`src/common/fspa_map.svh`:
```
// Address map, field positions and timing counts of the self-program block
`ifndef FSPA_MAP_SVH
`define FSPA_MAP_SVH

// ********************************************************************
// Control register
// ********************************************************************
`define FSPA_CTRL_IO_ADDR     6'h37
`define FSPA_CTRL_DATA_ADDR   8'h57
`define FSPA_CTRL_RESET       8'h00
`define FSPA_BIT_IRQ_EN       7
`define FSPA_BIT_BUSY         6
`define FSPA_BIT_REENABLE     4
`define FSPA_BIT_LOCK         3
`define FSPA_BIT_PAGE_WRITE   2
`define FSPA_BIT_PAGE_ERASE   1
`define FSPA_BIT_ENABLE       0

// ********************************************************************
// Boot section table, one entry per boot-size select value
// ********************************************************************
`define FSPA_BOOT_START_11    13'h1F80
`define FSPA_APP_END_11       13'h1F7F
`define FSPA_BOOT_WORDS_11    11'h080
`define FSPA_BOOT_PAGES_11    5'h02
`define FSPA_BOOT_START_10    13'h1F00
`define FSPA_APP_END_10       13'h1EFF
`define FSPA_BOOT_WORDS_10    11'h100
`define FSPA_BOOT_PAGES_10    5'h04
`define FSPA_BOOT_START_01    13'h1E00
`define FSPA_APP_END_01       13'h1DFF
`define FSPA_BOOT_WORDS_01    11'h200
`define FSPA_BOOT_PAGES_01    5'h08
`define FSPA_BOOT_START_00    13'h1C00
`define FSPA_APP_END_00       13'h1BFF
`define FSPA_BOOT_WORDS_00    11'h400
`define FSPA_BOOT_PAGES_00    5'h10

// ********************************************************************
// Read-while-write partition
// ********************************************************************
`define FSPA_RWW_LAST         13'h1BFF
`define FSPA_RWW_PAGES        7'h70
`define FSPA_BLOCKING_REWRITE_REGION_FIRST       13'h1C00
`define FSPA_BLOCKING_REWRITE_REGION_LAST        13'h1FFF
`define FSPA_BLOCKING_REWRITE_REGION_PAGES       5'h10

// ********************************************************************
// Pointer fields and timing
// ********************************************************************
`define FSPA_PAGE_WORDS       7'h40
`define FSPA_Z_PAGE_HI        13
`define FSPA_Z_PAGE_LO        7
`define FSPA_Z_WORD_HI        6
`define FSPA_Z_WORD_LO        1
`define FSPA_Z_BYTE_BIT       0
`define FSPA_SPM_WINDOW_CYC   3'h4
`define FSPA_CFG_SETTLE_CYC   2'h3

`endif

```
`src/common/fspa_pkg.sv`:
```
// Types and decode functions of the self-program block
package fspa_pkg;
`include "fspa_map.svh"

  typedef logic [12:0] fspa_waddr_t;

  typedef struct packed {
    logic [12:0] boot_start;
    logic [12:0] app_end;
    logic [10:0] boot_words;
    logic [4:0]  boot_pages;
  } fspa_sect_t;

  typedef struct packed {
    logic       erase;
    logic       write;
    logic       lock;
    logic [6:0] page;
    logic [7:0] lock_data;
  } fspa_flash_cmd_t;

  typedef struct packed {
    logic        valid;
    logic [12:0] addr;
    logic [15:0] data;
  } fspa_flash_wr_t;

  typedef enum logic [1:0] {
    FSPA_IDLE   = 2'b00,
    FSPA_STREAM = 2'b01,
    FSPA_PROG   = 2'b11
  } fspa_state_t;

  function automatic fspa_sect_t fspa_decode_boot(input logic [1:0] sel);
    fspa_sect_t s;
    case (sel)
      2'b11:   s = '{`FSPA_BOOT_START_11, `FSPA_APP_END_11,
                     `FSPA_BOOT_WORDS_11, `FSPA_BOOT_PAGES_11};
      2'b10:   s = '{`FSPA_BOOT_START_10, `FSPA_APP_END_10,
                     `FSPA_BOOT_WORDS_10, `FSPA_BOOT_PAGES_10};
      2'b01:   s = '{`FSPA_BOOT_START_01, `FSPA_APP_END_01,
                     `FSPA_BOOT_WORDS_01, `FSPA_BOOT_PAGES_01};
      default: s = '{`FSPA_BOOT_START_00, `FSPA_APP_END_00,
                     `FSPA_BOOT_WORDS_00, `FSPA_BOOT_PAGES_00};
    endcase
    return s;
  endfunction : fspa_decode_boot

  function automatic logic fspa_in_rww(input logic [12:0] addr);
    return addr <= `FSPA_RWW_LAST;
  endfunction : fspa_in_rww

endpackage : fspa_pkg

```
`src/hdl/fspa_boot_cfg.sv`:
```
// Boot-size strap capture and section decode
`timescale 1ns/10ps
`include "fspa_map.svh"
module fspa_boot_cfg
  import fspa_pkg::*;
(
  input  wire logic clk_sys,
  input  wire logic reset_n,
  input  wire logic boot_size_sel_hi,
  input  wire logic boot_size_sel_lo,
  output fspa_sect_t sect_info,
  output logic       cfg_valid
);

  logic [1:0] sel_meta;
  logic [1:0] sel_sync;
  logic [1:0] sel_cap;
  logic [1:0] settle;

  always_ff @(posedge clk_sys or negedge reset_n)
  begin
    if (!reset_n)
    begin
      sel_meta <= 2'h0;
      sel_sync <= 2'h0;
    end
    else
    begin
      sel_meta <= {boot_size_sel_hi, boot_size_sel_lo};
      sel_sync <= sel_meta;
    end
  end

  // Captured once after reset; later strap changes are ignored
  always_ff @(posedge clk_sys or negedge reset_n)
  begin
    if (!reset_n)
    begin
      settle    <= 2'h0;
      cfg_valid <= 1'b0;
      sel_cap   <= 2'h0;
      sect_info <= '0;
    end
    else if (!cfg_valid)
    begin
      settle <= settle + 2'h1;
      if (settle == `FSPA_CFG_SETTLE_CYC)
      begin
        cfg_valid <= 1'b1;
        sel_cap   <= sel_sync;
        sect_info <= fspa_decode_boot(sel_sync);
      end
    end
  end
endmodule : fspa_boot_cfg

```
`src/hdl/fspa_flash_self_program_addressing.sv`:
```
// Self-programming address split, control register and page sequencer
`timescale 1ns/10ps
`include "fspa_map.svh"
module fspa_flash_self_program_addressing
  import fspa_pkg::*;
#(
  parameter int unsigned PROG_CYC = 16
) (
  input  wire logic       clk_sys,
  input  wire logic       reset_n,
  input  wire logic       boot_size_sel_hi,
  input  wire logic       boot_size_sel_lo,
  input  wire logic [5:0] io_addr,
  input  wire logic       io_wr_en,
  input  wire logic       io_rd_en,
  input  wire logic [7:0] io_wdata,
  output logic      [7:0] io_rdata,
  input  wire logic       spm_req,
  input  wire logic [15:0] spm_data,
  input  wire logic       lpm_req,
  input  wire logic [15:0] z_ptr,
  output logic            lpm_valid,
  output logic      [12:0] lpm_addr,
  output logic            lpm_byte_hi,
  output logic            lpm_blocked,
  output fspa_flash_cmd_t flash_cmd,
  output fspa_flash_wr_t  flash_wr,
  output fspa_sect_t      sect_info,
  output logic            cfg_valid,
  output logic            core_stall,
  output logic            spm_ready_irq
);

  // ********************************************************************
  // Pointer split
  // ********************************************************************
  logic [6:0]  z_page;
  logic [5:0]  z_word;
  logic [12:0] z_waddr;

  assign z_page  = z_ptr[`FSPA_Z_PAGE_HI:`FSPA_Z_PAGE_LO];
  assign z_word  = z_ptr[`FSPA_Z_WORD_HI:`FSPA_Z_WORD_LO];
  assign z_waddr = z_ptr[`FSPA_Z_PAGE_HI:`FSPA_Z_WORD_LO];

  // ********************************************************************
  // Control register and command window
  // ********************************************************************
  logic        irq_en;
  logic        rww_busy;
  logic        reen;
  logic        lock;
  logic        pg_write;
  logic        pg_erase;
  logic        sp_en;
  logic [2:0]  win;
  fspa_state_t state;
  fspa_state_t next_state;
  logic        ctrl_hit;
  logic        take;
  logic        take_fill;
  logic        take_erase;
  logic        take_write;
  logic        take_lock;
  logic        take_reen;
  logic        op_done;
  logic [7:0]  ctrl_val;

  assign ctrl_hit   = io_addr == `FSPA_CTRL_IO_ADDR;
  assign take       = spm_req && sp_en && win != 3'h0 && state == FSPA_IDLE;
  // One command per store; priority resolves illegal mixes
  assign take_reen  = take && reen;
  assign take_lock  = take && !reen && lock;
  assign take_erase = take && !reen && !lock && pg_erase;
  assign take_write = take && !reen && !lock && !pg_erase && pg_write;
  assign take_fill  = take && !reen && !lock && !pg_erase && !pg_write;

  assign ctrl_val = {irq_en, rww_busy, 1'b0, reen, lock,
                     pg_write, pg_erase, sp_en};

  always_ff @(posedge clk_sys or negedge reset_n)
  begin
    if (!reset_n)
    begin
      irq_en <= 1'b0;
    end
    else if (io_wr_en && ctrl_hit)
    begin
      irq_en <= io_wdata[`FSPA_BIT_IRQ_EN];
    end
  end

  // Command bits stay set while an erase or write runs, then clear
  always_ff @(posedge clk_sys or negedge reset_n)
  begin
    if (!reset_n)
    begin
      {reen, lock, pg_write, pg_erase, sp_en} <= 5'h00;
      win <= 3'h0;
    end
    else if (io_wr_en && ctrl_hit && state == FSPA_IDLE && !take)
    begin
      reen     <= io_wdata[`FSPA_BIT_REENABLE];
      lock     <= io_wdata[`FSPA_BIT_LOCK];
      pg_write <= io_wdata[`FSPA_BIT_PAGE_WRITE];
      pg_erase <= io_wdata[`FSPA_BIT_PAGE_ERASE];
      sp_en    <= io_wdata[`FSPA_BIT_ENABLE];
      win      <= io_wdata[`FSPA_BIT_ENABLE] ? `FSPA_SPM_WINDOW_CYC : 3'h0;
    end
    else if (take_fill || take_lock || take_reen || op_done)
    begin
      {reen, lock, pg_write, pg_erase, sp_en} <= 5'h00;
      win <= 3'h0;
    end
    else if (take)
    begin
      win <= 3'h0;
    end
    else if (state == FSPA_IDLE && win != 3'h0)
    begin
      win <= win - 3'h1;
      if (win == 3'h1)
      begin
        {reen, lock, pg_write, pg_erase, sp_en} <= 5'h00;
      end
    end
  end

  // Busy only for targets in the concurrent region; set and clear exclusive
  always_ff @(posedge clk_sys or negedge reset_n)
  begin
    if (!reset_n)
    begin
      rww_busy <= 1'b0;
    end
    else if ((take_erase || take_write) &&
             fspa_in_rww({z_page, 6'h00}))
    begin
      rww_busy <= 1'b1;
    end
    else if (take_reen)
    begin
      rww_busy <= 1'b0;
    end
  end

  always_ff @(posedge clk_sys or negedge reset_n)
  begin
    if (!reset_n)
    begin
      io_rdata <= `FSPA_CTRL_RESET;
    end
    else
    begin
      io_rdata <= (io_rd_en && ctrl_hit) ? ctrl_val : 8'h00;
    end
  end

  // ********************************************************************
  // Page sequencer
  // ********************************************************************
  logic [6:0]  op_page;
  logic [6:0]  stream_idx;
  logic        rd_pend;
  logic [5:0]  rd_pend_word;
  logic [15:0] buf_rd_data;
  logic [31:0] prog_cnt;
  logic        stream_rd;

  assign stream_rd = state == FSPA_STREAM && stream_idx != `FSPA_PAGE_WORDS;
  assign op_done   = state == FSPA_PROG && prog_cnt == 32'(PROG_CYC - 1);

  always_comb
  begin
    next_state = state;
    case (state)
      FSPA_IDLE:
      begin
        if (take_write)
        begin
          next_state = FSPA_STREAM;
        end
        else if (take_erase)
        begin
          next_state = FSPA_PROG;
        end
      end
      FSPA_STREAM:
      begin
        if (stream_idx == `FSPA_PAGE_WORDS && !rd_pend)
        begin
          next_state = FSPA_PROG;
        end
      end
      FSPA_PROG:
      begin
        if (op_done)
        begin
          next_state = FSPA_IDLE;
        end
      end
      default: next_state = FSPA_IDLE;
    endcase
  end

  always_ff @(posedge clk_sys or negedge reset_n)
  begin
    if (!reset_n)
    begin
      state      <= FSPA_IDLE;
      core_stall <= 1'b0;
    end
    else
    begin
      state      <= next_state;
      core_stall <= next_state != FSPA_IDLE;
    end
  end

  always_ff @(posedge clk_sys or negedge reset_n)
  begin
    if (!reset_n)
    begin
      op_page    <= 7'h00;
      stream_idx <= 7'h00;
      prog_cnt   <= 32'h0;
    end
    else
    begin
      if (take_write || take_erase)
      begin
        op_page    <= z_page;
        stream_idx <= 7'h00;                 // word bits not used here
      end
      else if (stream_rd)
      begin
        stream_idx <= stream_idx + 7'h01;
      end
      prog_cnt <= (state == FSPA_PROG) ? prog_cnt + 32'h1 : 32'h0;
    end
  end

  fspa_page_buf #(
    .DW    (16),
    .DEPTH (64),
    .AW    (6)
  ) u_page_buf (
    .clk_sys (clk_sys),
    .reset_n (reset_n),
    .wr_en   (take_fill),
    .wr_addr (z_word),
    .wr_data (spm_data),
    .rd_en   (stream_rd),
    .rd_addr (stream_idx[5:0]),
    .rd_data (buf_rd_data)
  );

  // Read data lags the request by one cycle, so the word index travels along
  always_ff @(posedge clk_sys or negedge reset_n)
  begin
    if (!reset_n)
    begin
      rd_pend      <= 1'b0;
      rd_pend_word <= 6'h00;
      flash_wr     <= '0;
    end
    else
    begin
      rd_pend      <= stream_rd;
      rd_pend_word <= stream_idx[5:0];
      flash_wr.valid <= rd_pend;
      flash_wr.addr  <= {op_page, rd_pend_word};
      flash_wr.data  <= buf_rd_data;
    end
  end

  always_ff @(posedge clk_sys or negedge reset_n)
  begin
    if (!reset_n)
    begin
      flash_cmd <= '0;
    end
    else
    begin
      flash_cmd.erase <= take_erase;
      flash_cmd.write <= state == FSPA_STREAM && next_state == FSPA_PROG;
      flash_cmd.lock  <= take_lock;
      if (take_erase || take_write)
      begin
        flash_cmd.page <= z_page;
      end
      if (take_lock)
      begin
        flash_cmd.lock_data <= spm_data[7:0];
      end
    end
  end

  // ********************************************************************
  // Program-memory load and ready request
  // ********************************************************************
  always_ff @(posedge clk_sys or negedge reset_n)
  begin
    if (!reset_n)
    begin
      lpm_valid     <= 1'b0;
      lpm_addr      <= 13'h0000;
      lpm_byte_hi   <= 1'b0;
      lpm_blocked   <= 1'b0;
      spm_ready_irq <= 1'b0;
    end
    else
    begin
      lpm_valid   <= lpm_req;
      if (lpm_req)
      begin
        lpm_addr    <= z_waddr;
        lpm_byte_hi <= z_ptr[`FSPA_Z_BYTE_BIT];
        lpm_blocked <= rww_busy && fspa_in_rww(z_waddr);
      end
      spm_ready_irq <= irq_en && !sp_en;
    end
  end

  fspa_boot_cfg u_boot_cfg (
    .clk_sys          (clk_sys),
    .reset_n          (reset_n),
    .boot_size_sel_hi (boot_size_sel_hi),
    .boot_size_sel_lo (boot_size_sel_lo),
    .sect_info        (sect_info),
    .cfg_valid        (cfg_valid)
  );
endmodule : fspa_flash_self_program_addressing

```
`src/hdl/fspa_page_buf.sv`:
```
// Temporary page buffer with registered read data
`timescale 1ns/10ps
module fspa_page_buf #(
  parameter int unsigned DW    = 16,
  parameter int unsigned DEPTH = 64,
  parameter int unsigned AW    = 6
) (
  input  wire logic          clk_sys,
  input  wire logic          reset_n,
  input  wire logic          wr_en,
  input  wire logic [AW-1:0] wr_addr,
  input  wire logic [DW-1:0] wr_data,
  input  wire logic          rd_en,
  input  wire logic [AW-1:0] rd_addr,
  output logic      [DW-1:0] rd_data
);

  logic [DW-1:0] mem [DEPTH];

  // No reset on the array; software fills it before any page write
  always_ff @(posedge clk_sys)
  begin
    if (wr_en)
    begin
      mem[wr_addr] <= wr_data;
    end
  end

  always_ff @(posedge clk_sys or negedge reset_n)
  begin
    if (!reset_n)
    begin
      rd_data <= '0;
    end
    else if (rd_en)
    begin
      rd_data <= mem[rd_addr];
    end
  end

endmodule : fspa_page_buf

```
`config.mk`:
```
export PLATFORM = sky130hd
export DESIGN_NAME = fspa_flash_self_program_addressing
export DESIGN_NICKNAME = d
export VERILOG_FILES = /design/src/common/fspa_pkg.sv /design/src/hdl/fspa_boot_cfg.sv /design/src/hdl/fspa_flash_self_program_addressing.sv /design/src/hdl/fspa_page_buf.sv
export VERILOG_INCLUDE_DIRS = /design/src /design/src/common
export SDC_FILE = /design/constraint.sdc
export NUM_CORES = 1
export LEC_CHECK = 0
export BUFFER_PORTS_ARGS = -buffer_cell sky130_fd_sc_hd__buf_2
export CORE_AREA = 10 10 315 317
export DETAILED_ROUTE_END_ITERATION = 12
export DIE_AREA = 0 0 325 327
export GPL_TIMING_DRIVEN = 0
export HOLD_SLACK_MARGIN = 0.02
export PLACE_DENSITY_LB_ADDON = 0.3
export SKIP_CTS_REPAIR_TIMING = 1
export SYNTH_ARGS = -nofsm -noshare
export SYNTH_HDL_FRONTEND = slang
export SYNTH_SLANG_ARGS = --single-unit
export TNS_END_PERCENT = 1
```
`constraint.sdc`:
```
create_clock -name clk_sys -period 4.01 [get_ports clk_sys]
set_clock_uncertainty 0.1 [all_clocks]
set_input_delay 0.401 -clock clk_sys [delete_from_list [all_inputs] [get_ports clk_sys]]
set_output_delay 0.401 -clock clk_sys [all_outputs]
set_load 0.1 [all_outputs]
```
==> reports/metrics.json, run 1 <==
{
  "run_status": {"value": "finished, violations left"},
  "failed_checks": {"value": "setup timing"},
  "floorplan.rows": {"value": 112},
  "max_slew_margin": {"value": 2.35, "unit": "%"},
  "power.switching": {"value": 0.0114, "unit": "W"},
  "wire_length_of_the_first_global_routing_pass": {"value": 180000, "unit": "µm"},
  "synth_top_flop_cell": {"value": "sky130_fd_sc_hd__edfxtp_1"},
  "detail_route.iter0.violations": {"value": 3644},
  "areaGrowthSynthToFinish": {"value": 16.7, "unit": "%"},
  "holdWs": {"value": 4.55, "unit": "ps"},
  "route.detailed.wl_per_inst": {"value": 30.4, "unit": "µm"},
  "boundaryPins": {"value": 171},
  "num-nets-final": {"value": 2855},
  "routed-via-count": {"value": 25700},
  "max_cap_viol_count": {"value": 0},
  "route.detailed.vias_per_inst": {"value": 6.21},
  "grt_antenna_before_repair": {"value": 6},
  "fraction_of_final_layout_cells_sized_beyond_drive_strength_1": {"value": 25.9, "unit": "%"},
  "n_fill_cell": {"value": 6715},
  "internal-power": {"value": 0.0230, "unit": "W"},
  "critPathCaptureType": {"value": "register"},
  "crit_path_top_delay_cell": {"value": "sky130_fd_sc_hd__dfrtp_1"},
  "synth_cell_types": {"value": 61},
  "ant_nets": {"value": 0},
  "die-width": {"value": 325, "unit": "µm"},
  "power.leakage": {"value": 19.0, "unit": "nW"},
  "hold_path.class": {"value": "primary input to register"},
  "core_region_area": {"value": 92800, "unit": "µm²"},
  "origin_of_the_worst_min_delay_path": {"value": "io_wr_en"},
  "required": {"value": 4480, "unit": "ps"},
  "globalplace.congestion": {"value": 0.891},
  "worstSetupPathType": {"value": "register to register"},
  "synth_top_area_share": {"value": 66.8, "unit": "%"},
  "synth.area.top_cells": {"value": "sky130_fd_sc_hd__edfxtp_1 67%, sky130_fd_sc_hd__dfrtp_1 8.9%, sky130_fd_sc_hd__mux4_2 7.2%"},
  "path_cells": {"value": "clkbuf_1 -> inv_1 -> clkbuf_1 -> clkbuf_2 -> ha_1 -> a41oi_1 -> clkbuf_2 -> buf_2 -> nand3_1 -> o32a_1"},
  "worstPathArrival": {"value": 4710, "unit": "ps"},
  "count_of_flip_flops_with_a_built_in_enable_after_synthesis": {"value": 1024},
  "cell_taking_the_most_area_after_synthesis": {"value": "sky130_fd_sc_hd__edfxtp_1"},
  "clock_root_cell": {"value": "sky130_fd_sc_hd__clkbuf_16"},
  "clock_tree.htree_level_count": {"value": 3},
  "ys.warnings.count": {"value": 0},
  "crit_buf_inv": {"value": 6},
  "post_synth_instance_area": {"value": 46100, "unit": "µm²"},
  "port-buffer-count": {"value": 147},
  "finalCritPeriodShare": {"value": 106, "unit": "%"},
  "cts_tree": {"value": "yes"},
  "grt_start_max_net_pins": {"value": 104},
  "setup.worst_path.start_class": {"value": "register"},
  "crit_fanout": {"value": 10},
  "relative_contribution_of_sequential_cells_to_total_power": {"value": 40.9, "unit": "%"},
  "async_reset_ff_share": {"value": 13.8, "unit": "%"},
  "post-synth-top-count-cell": {"value": "sky130_fd_sc_hd__edfxtp_1"},
  "dieArea": {"value": 106000, "unit": "µm²"},
  "power.combinational.fraction": {"value": 28.8, "unit": "%"},
  "layout_setup_ws": {"value": -227, "unit": "ps"},
  "grt_setup_unrepaired": {"value": "yes"},
  "design_power_total": {"value": 0.0343, "unit": "W"},
  "worst_skew_pair.late_latency": {"value": 680, "unit": "ps"},
  "final_max_slew_viol_count": {"value": 0},
  "tritoncts.num_buffers": {"value": 112},
  "synthesis.instances": {"value": 2430},
  "max-vdd-ir-drop": {"value": 0.000365, "unit": "V"},
  "detail_route.drc_violations": {"value": 0},
  "placedInstanceArea": {"value": 49800, "unit": "µm²"},
  "cts_max_path_buffers": {"value": 3},
  "clock-sinks": {"value": 1188},
  "crit_path_max_incr_delay": {"value": 500, "unit": "ps"},
  "p_sw_share": {"value": 33.1, "unit": "%"},
  "r2r_start": {"value": "stream_idx[1]$_DFFE_PN0P_"},
  "clkSlewWorstSetupHoldPaths": {"value": 60, "unit": "ps"},
  "grt_pass1_vias": {"value": 25500},
  "p_per_area": {"value": 639, "unit": "nW/µm²"},
  "synth_sequential_area_ratio": {"value": 75.7, "unit": "%"},
  "post_synth.cell_area_avg": {"value": 19.0, "unit": "µm²"},
  "timing.final.setup_violations": {"value": 20},
  "grt-ovfl-total": {"value": 0},
  "max_clock_freq": {"value": 0.236, "unit": "GHz"},
  "cell_family_with_most_cp_delay": {"value": "buffers and inverters"},
  "final_core_utilization": {"value": 57.9, "unit": "%"},
  "drt_wl_total": {"value": 126000, "unit": "µm"},
  "final.min_clock_period": {"value": 4240, "unit": "ps"},
  "timing.setup.tns": {"value": -1040, "unit": "ps"},
  "die_height": {"value": 327, "unit": "µm"},
  "power.share.clock": {"value": 30.3, "unit": "%"},
  "finish.instance_area": {"value": 53700, "unit": "µm²"},
  "synth.ff_latch_count": {"value": 1188},
  "post_synth_most_frequent_cells": {"value": "1024 x sky130_fd_sc_hd__edfxtp_1, 230 x sky130_fd_sc_hd__mux2i_1, 164 x sky130_fd_sc_hd__dfrtp_1, 147 x sky130_fd_sc_hd__mux4_2, 128 x sky130_fd_sc_hd__nor2_1"},
  "timing_hold_violations_final": {"value": 0},
  "worstMarginPinSlew": {"value": 1460, "unit": "ps"},
  "setup.worst_path.start": {"value": "stream_idx[1]$_DFFE_PN0P_"},
  "place.detailed.hpwl": {"value": 83300, "unit": "µm"},
  "global_route.usage.total": {"value": 23.2, "unit": "%"},
  "floorplan.initialDensity": {"value": 49.6, "unit": "%"},
  "detail_route.first_pass.iterations": {"value": 6}
}
-- worst paths after layout --
| check | end | slack (ps) | cells after the start |
|---|---|---|---|
| min reg2reg | u_boot_cfg.sel_sync[0]$_DFF_PN0_ | 250 | 0 |
| max reg2reg | u_page_buf.rd_data[7]$_DFFE_PN0P_ | -230 | 10 |
| min | win[1]$_DFFE_PN0P_ | 5 | 4 |
| max in group asynchronous | flash_wr[19]$_DFF_PN0_ | 2680 | 3 |
| min in group asynchronous | flash_wr[13]$_DFF_PN0_ | 160 | 2 |
| max | u_page_buf.rd_data[7]$_DFFE_PN0P_ | -230 | 10 |
-- per-layer routing --
layer / routed length, µm / part of all wire [%] / global-route usage, %
met5: 38 / 0.030 / 0
met4: 5490 / 4.4 / 10.2
met3: 15100 / 12 / 6.27
met2: 57200 / 45 / 35.2
met1: 48100 / 38 / 31.5
-- state kept, by name, summed over array words and instances, names as in the netlist, 2 cells and up --
| name | count |
|---|---|
| u_boot_cfg.settle | 2 |
| u_page_buf.mem | 1024 |
| rd_pend_word | 6 |
| lpm_addr | 13 |
| win | 3 |
| u_page_buf.rd_data | 16 |
| prog_cnt | 32 |
| u_boot_cfg.sel_sync | 2 |
| flash_cmd | 18 |
| stream_idx | 7 |
| u_boot_cfg.sect_info | 10 |
| io_rdata | 7 |
| state | 2 |
| flash_wr | 30 |
| u_boot_cfg.sel_meta | 2 |
-- per-stage QoR --
stage	cells	worst slack, ps
2_1_floorplan	2445	1100
6_report	4148	-227
3_5_place_dp	3911	-572
4_1_cts	4120	-606
5_1_grt	4143	-214
3_3_place_gp	3846	-679
-- cell type report --
type	instances	area (µm²)	share of cell area, %
Buffer	160	1040	1.93
Inverter	13	48.8	0.0908
Tap cell	1254	1570	2.92
Timing Repair Buffer	235	2220	4.12
Antenna cell	5	12.5	0.0233
Clock inverter	48	405	0.755
Sequential cell	1188	34900	64.9
Clock buffer	161	3210	5.97
Multi-Input combinational cell	1084	10400	19.3
-- worst register-to-register path, cell delays in order (launching register included) --
cell                       delay, ps
sky130_fd_sc_hd__dfrtp_1         500
sky130_fd_sc_hd__clkbuf_1        420
sky130_fd_sc_hd__inv_1           180
sky130_fd_sc_hd__clkbuf_1        490
sky130_fd_sc_hd__clkbuf_2        510
sky130_fd_sc_hd__ha_1            350
sky130_fd_sc_hd__a41oi_1         240
sky130_fd_sc_hd__clkbuf_2        360
sky130_fd_sc_hd__buf_2           420
sky130_fd_sc_hd__nand3_1         230
sky130_fd_sc_hd__o32a_1          330
-- power by group through the flow --
stage	Sequential (W)	Combinational, W	Clock (W)
5_1_grt	0.0140	0.0102	0.0110
3_3_place_gp	0.0143	0.00957	0
6_report	0.0140	0.00990	0.0104
2_1_floorplan	0.0152	0.00527	0
3_5_place_dp	0.0143	0.00969	0
4_1_cts	0.0140	0.00972	0.0105
-- kinds of logic after synthesis --
family                   count (synthesis)  share of synthesized area, %
flip-flops                            1188                          75.7
buffers and inverters                  173                          2.33
XOR/XNOR                                30                         0.571
adder cells (fa/ha/maj)                  7                         0.190
AND/OR/NAND/NOR                        354                          3.79
other                                    1                       0.00814
multiplexers                           417                          13.2
AO/OA/AOI/OAI                          260                          4.26
-- cell usage in the layout, fill, tap and decap left out, types with 10 or more instances in the layout --
| cell type | n |
|---|---|
| sky130_fd_sc_hd__buf_16 | 21 |
| sky130_fd_sc_hd__dlygate4sd3_1 | 23 |
| sky130_fd_sc_hd__nor2b_1 | 12 |
| sky130_fd_sc_hd__o22ai_1 | 19 |
| sky130_fd_sc_hd__edfxtp_1 | 1024 |
| sky130_fd_sc_hd__and3_1 | 25 |
| sky130_fd_sc_hd__clkbuf_8 | 12 |
| sky130_fd_sc_hd__clkbuf_1 | 80 |
| sky130_fd_sc_hd__mux2i_1 | 230 |
| sky130_fd_sc_hd__clkbuf_16 | 116 |
| sky130_fd_sc_hd__buf_8 | 46 |
| sky130_fd_sc_hd__mux4_2 | 147 |
| sky130_fd_sc_hd__a211oi_1 | 17 |
| sky130_fd_sc_hd__inv_1 | 11 |
| sky130_fd_sc_hd__nor2_2 | 63 |
| sky130_fd_sc_hd__nand4_1 | 19 |
| sky130_fd_sc_hd__a21oi_1 | 29 |
| sky130_fd_sc_hd__conb_1 | 16 |
| sky130_fd_sc_hd__dfrtp_1 | 164 |
| sky130_fd_sc_hd__a22oi_1 | 90 |
| sky130_fd_sc_hd__buf_2 | 161 |
| sky130_fd_sc_hd__xnor2_1 | 15 |
| sky130_fd_sc_hd__a22o_1 | 16 |
| sky130_fd_sc_hd__buf_6 | 19 |
| sky130_fd_sc_hd__o221ai_1 | 20 |
| sky130_fd_sc_hd__buf_4 | 58 |
| sky130_fd_sc_hd__nor2_1 | 64 |
| sky130_fd_sc_hd__nand3_1 | 50 |
| sky130_fd_sc_hd__nor4_1 | 10 |
| sky130_fd_sc_hd__xor2_1 | 15 |
| sky130_fd_sc_hd__nand2_1 | 52 |
| sky130_fd_sc_hd__clkinv_2 | 16 |
| sky130_fd_sc_hd__or3_1 | 14 |
| sky130_fd_sc_hd__mux2_2 | 40 |
| sky130_fd_sc_hd__o32a_1 | 11 |
| sky130_fd_sc_hd__clkinv_1 | 16 |
No activity file was read; power rests on OpenSTA's default activity.
==> run 2: changes to the inputs <==
--- a/config.mk
+++ b/config.mk
@@ -7,9 +7,10 @@
 export NUM_CORES = 1
 export LEC_CHECK = 0
 export BUFFER_PORTS_ARGS = -buffer_cell sky130_fd_sc_hd__buf_2
-export CORE_AREA = 10 10 315 317
+export CORE_AREA = 10 10 374 267
+export CTS_BUF_LIST = sky130_fd_sc_hd__clkbuf_16
 export DETAILED_ROUTE_END_ITERATION = 12
-export DIE_AREA = 0 0 325 327
+export DIE_AREA = 0 0 384 277
 export GPL_TIMING_DRIVEN = 0
 export HOLD_SLACK_MARGIN = 0.02
 export PLACE_DENSITY_LB_ADDON = 0.3
==> constraint.sdc (replaced) <==
create_clock -name clk_sys -period 4.01 [get_ports clk_sys]
set_clock_uncertainty 0.1 [all_clocks]
set_input_delay 0.2005 -clock clk_sys [delete_from_list [all_inputs] [get_ports clk_sys]]
set_output_delay 0.2005 -clock clk_sys [all_outputs]
set_load 0.1 [all_outputs]
==> reports/metrics.json, run 2 (synthesis results as in run 1) <==
{
  "reg2reg_slack": {"value": -230, "unit": "ps", "change": "about the same"},
  "clock-sinks": {"value": 1188, "change": "unchanged"},
  "timing_hold_violations_final": {"value": 30, "change": "+30"},
  "failed_checks": {"value": "hold timing, setup timing"},
  "place.detailed.hpwl": {"value": 85300, "unit": "µm", "change": "+2.3%"},
  "p_per_area": {"value": 638, "unit": "nW/µm²", "change": "-0.11%"},
  "worstMarginPinSlew": {"value": 1440, "unit": "ps", "change": "-22.5 ps"},
  "worstSetupPathType": {"value": "register to register"},
  "die-width": {"value": 384, "unit": "µm", "change": "+18%"},
  "path_cells": {"value": "clkbuf_1 -> buf_2 -> nand3b_1 -> buf_1 -> o22ai_1 -> a211oi_1 -> a211oi_1 -> o32a_1"},
  "wire_length_of_the_first_global_routing_pass": {"value": 183000, "unit": "µm", "change": "+1.2%"},
  "placedInstanceArea": {"value": 49600, "unit": "µm²", "change": "-0.40%"},
  "crit_path_max_incr_delay": {"value": 760, "unit": "ps", "change": "+260 ps"},
  "layout_setup_ws": {"value": -228, "unit": "ps", "change": "-0.372 ps"},
  "cell_family_with_most_cp_delay": {"value": "compound AO/OA/AOI/OAI gates"},
  "final_max_slew_viol_count": {"value": 0, "change": "unchanged"},
  "dieArea": {"value": 106000, "unit": "µm²", "change": "about the same"},
  "flip_flop_count_of_the_largest_register_after_layout": {"value": 1024, "change": "unchanged"},
  "hold_path.class": {"value": "primary input to asynchronous set/reset pin"},
  "areaGrowthSynthToFinish": {"value": 16.1, "unit": "%"},
  "global_route.usage.total": {"value": 23.6, "unit": "%", "change": "+0.43 points"},
  "critical_path.most_common_cell": {"value": "sky130_fd_sc_hd__a211oi_1"},
  "detail_route.drc_violations": {"value": 0, "change": "unchanged"},
  "clock_root_cell": {"value": "sky130_fd_sc_hd__clkbuf_16"},
  "tritoncts.num_buffers": {"value": 106, "change": "-5.4%"},
  "die_height": {"value": 277, "unit": "µm", "change": "-15%"},
  "core_region_area": {"value": 93000, "unit": "µm²", "change": "+0.28%"},
  "timing.final.setup_violations": {"value": 78, "change": "+290%"},
  "worst_skew_pair.late_latency": {"value": 700, "unit": "ps", "change": "+20 ps"},
  "detail_route.iter0.violations": {"value": 3478, "change": "-4.6%"},
  "crit_path_top_delay_cell": {"value": "sky130_fd_sc_hd__buf_1"},
  "power.leakage": {"value": 18.9, "unit": "nW", "change": "-0.28%"},
  "crit_buf_inv": {"value": 3, "change": "-3"},
  "fraction_of_final_layout_cells_sized_beyond_drive_strength_1": {"value": 25.7, "unit": "%", "change": "-0.23 points"},
  "final.min_clock_period": {"value": 4240, "unit": "ps", "change": "+0.372 ps"},
  "routed-via-count": {"value": 25900, "change": "+0.46%"},
  "boundaryPins": {"value": 171, "change": "unchanged"},
  "grt-ovfl-total": {"value": 0, "change": "unchanged"},
  "ant_nets": {"value": 0, "change": "unchanged"},
  "holdWs": {"value": -33.1, "unit": "ps", "change": "-37.6 ps"},
  "grt_antenna_before_repair": {"value": 10, "change": "+4"},
  "max_slew_margin": {"value": 3.85, "unit": "%", "change": "+1.5 points"},
  "num-nets-final": {"value": 2859, "change": "+0.14%"},
  "max_clock_freq": {"value": 0.236, "unit": "GHz", "change": "about the same"},
  "run_status": {"value": "finished, violations left"},
  "critPathCaptureType": {"value": "register"},
  "floorplan.initialDensity": {"value": 49.5, "unit": "%", "change": "-0.14 points"},
  "final_core_utilization": {"value": 57.5, "unit": "%", "change": "-0.46 points"},
  "route.detailed.vias_per_inst": {"value": 6.24, "change": "+0.60%"},
  "r2r_start": {"value": "stream_idx[1]$_DFFE_PN0P_"},
  "route.detailed.wl_per_inst": {"value": 31.0, "unit": "µm", "change": "+2.3%"},
  "worstPathArrival": {"value": 4720, "unit": "ps", "change": "about the same"},
  "cts_tree": {"value": "yes"},
  "largest_registers_in_the_final_layout": {"value": "u_page_buf.mem x1024, prog_cnt x32, flash_wr x30"},
  "floorplan.rows": {"value": 94, "change": "-16%"},
  "drt_wl_total": {"value": 129000, "unit": "µm", "change": "+2.1%"},
  "globalplace.congestion": {"value": 0.935, "change": "+5.0%"},
  "finalCritPeriodShare": {"value": 106, "unit": "%", "change": "about the same"},
  "leading_cell_types_in_the_layout_fill_and_taps_excluded": {"value": "1024 x sky130_fd_sc_hd__edfxtp_1, 230 x sky130_fd_sc_hd__mux2i_1, 163 x sky130_fd_sc_hd__buf_2, 163 x sky130_fd_sc_hd__dfrtp_1, 147 x sky130_fd_sc_hd__mux4_2"},
  "grt_pass1_vias": {"value": 25400, "change": "-0.75%"},
  "grt_start_max_net_pins": {"value": 95, "change": "-8.7%"},
  "cts_max_path_buffers": {"value": 3, "change": "unchanged"},
  "timing.setup.tns": {"value": -3590, "unit": "ps", "change": "-2550 ps"},
  "max-vdd-ir-drop": {"value": 0.000394, "unit": "V", "change": "+8.1%"},
  "crit_fanout": {"value": 10, "change": "unchanged"},
  "largest_register_by_flop_count": {"value": "u_page_buf.mem"},
  "n_fill_cell": {"value": 6733, "change": "+0.27%"},
  "setup.worst_path.start_class": {"value": "register"},
  "design_power_total": {"value": 0.0341, "unit": "W", "change": "-0.63%"},
  "detail_route.first_pass.iterations": {"value": 6, "change": "unchanged"},
  "setup.worst_path.start": {"value": "stream_idx[1]$_DFFE_PN0P_"},
  "clock_tree.htree_level_count": {"value": 3, "change": "unchanged"},
  "finish.instance_area": {"value": 53500, "unit": "µm²", "change": "-0.51%"},
  "grt_setup_unrepaired": {"value": "yes"},
  "mostFrequentLayoutCell": {"value": "sky130_fd_sc_hd__edfxtp_1"},
  "required": {"value": 4490, "unit": "ps", "change": "about the same"},
  "clkSlewWorstSetupHoldPaths": {"value": 70, "unit": "ps", "change": "about the same"},
  "port-buffer-count": {"value": 147, "change": "unchanged"},
  "max_cap_viol_count": {"value": 0, "change": "unchanged"}
}
run 2: layout make-up:
cell class	count	area, µm²	share of cell area, %
Tap cell	1248	1560	2.92
Clock inverter	90	649	1.21
Clock buffer	108	2700	5.06
Timing Repair Buffer	245	2150	4.03
Sequential cell	1188	34900	65.2
Inverter	13	48.8	0.0913
Buffer	160	1030	1.93
Antenna cell	6	15.0	0.0281
Multi-Input combinational cell	1084	10400	19.5
run 2: through the flow:
stage | hold WS (ps) | worst slack [ps] | instances
finish | -33.1 | -228 | 4142
global route | 17.5 | -191 | 4137
global placement | 212 | -1090 | 3840
floorplan | -195 | 1100 | 2445
detailed placement | 80.8 | -526 | 3903
CTS | -638 | -567 | 4101
run 2: where the power goes:
| part | switching (W) | total [W] | internal (W) |
|---|---|---|---|
| combinational | 0.00687 | 0.0102 | 0.00332 |
| clock | 0.00449 | 0.00989 | 0.00540 |
| sequential | 0.000292 | 0.0140 | 0.0137 |
run 2: final timing paths:
kind,cells after the start,to
setup reg to reg,8,u_page_buf.rd_data[2]$_DFFE_PN0P_
hold / removal,2,flash_cmd[9]$_DFFE_PN0P_
hold reg to reg,0,u_boot_cfg.sel_sync[1]$_DFF_PN0_
setup / recovery,8,u_page_buf.rd_data[2]$_DFFE_PN0P_
min in group clk_sys,1,u_page_buf.mem[26][4]$_DFFE_PP_
max in group asynchronous,3,flash_wr[0]$_DFF_PN0_
run 2: metal layers:
metal	track usage, %	routed length [µm]	vias up
met1	33.3	50700	13300
met4	6.27	3370	4
li1	-	-	10500
met5	0	23	-
met2	33.6	55200	1763
met3	9.96	19300	251
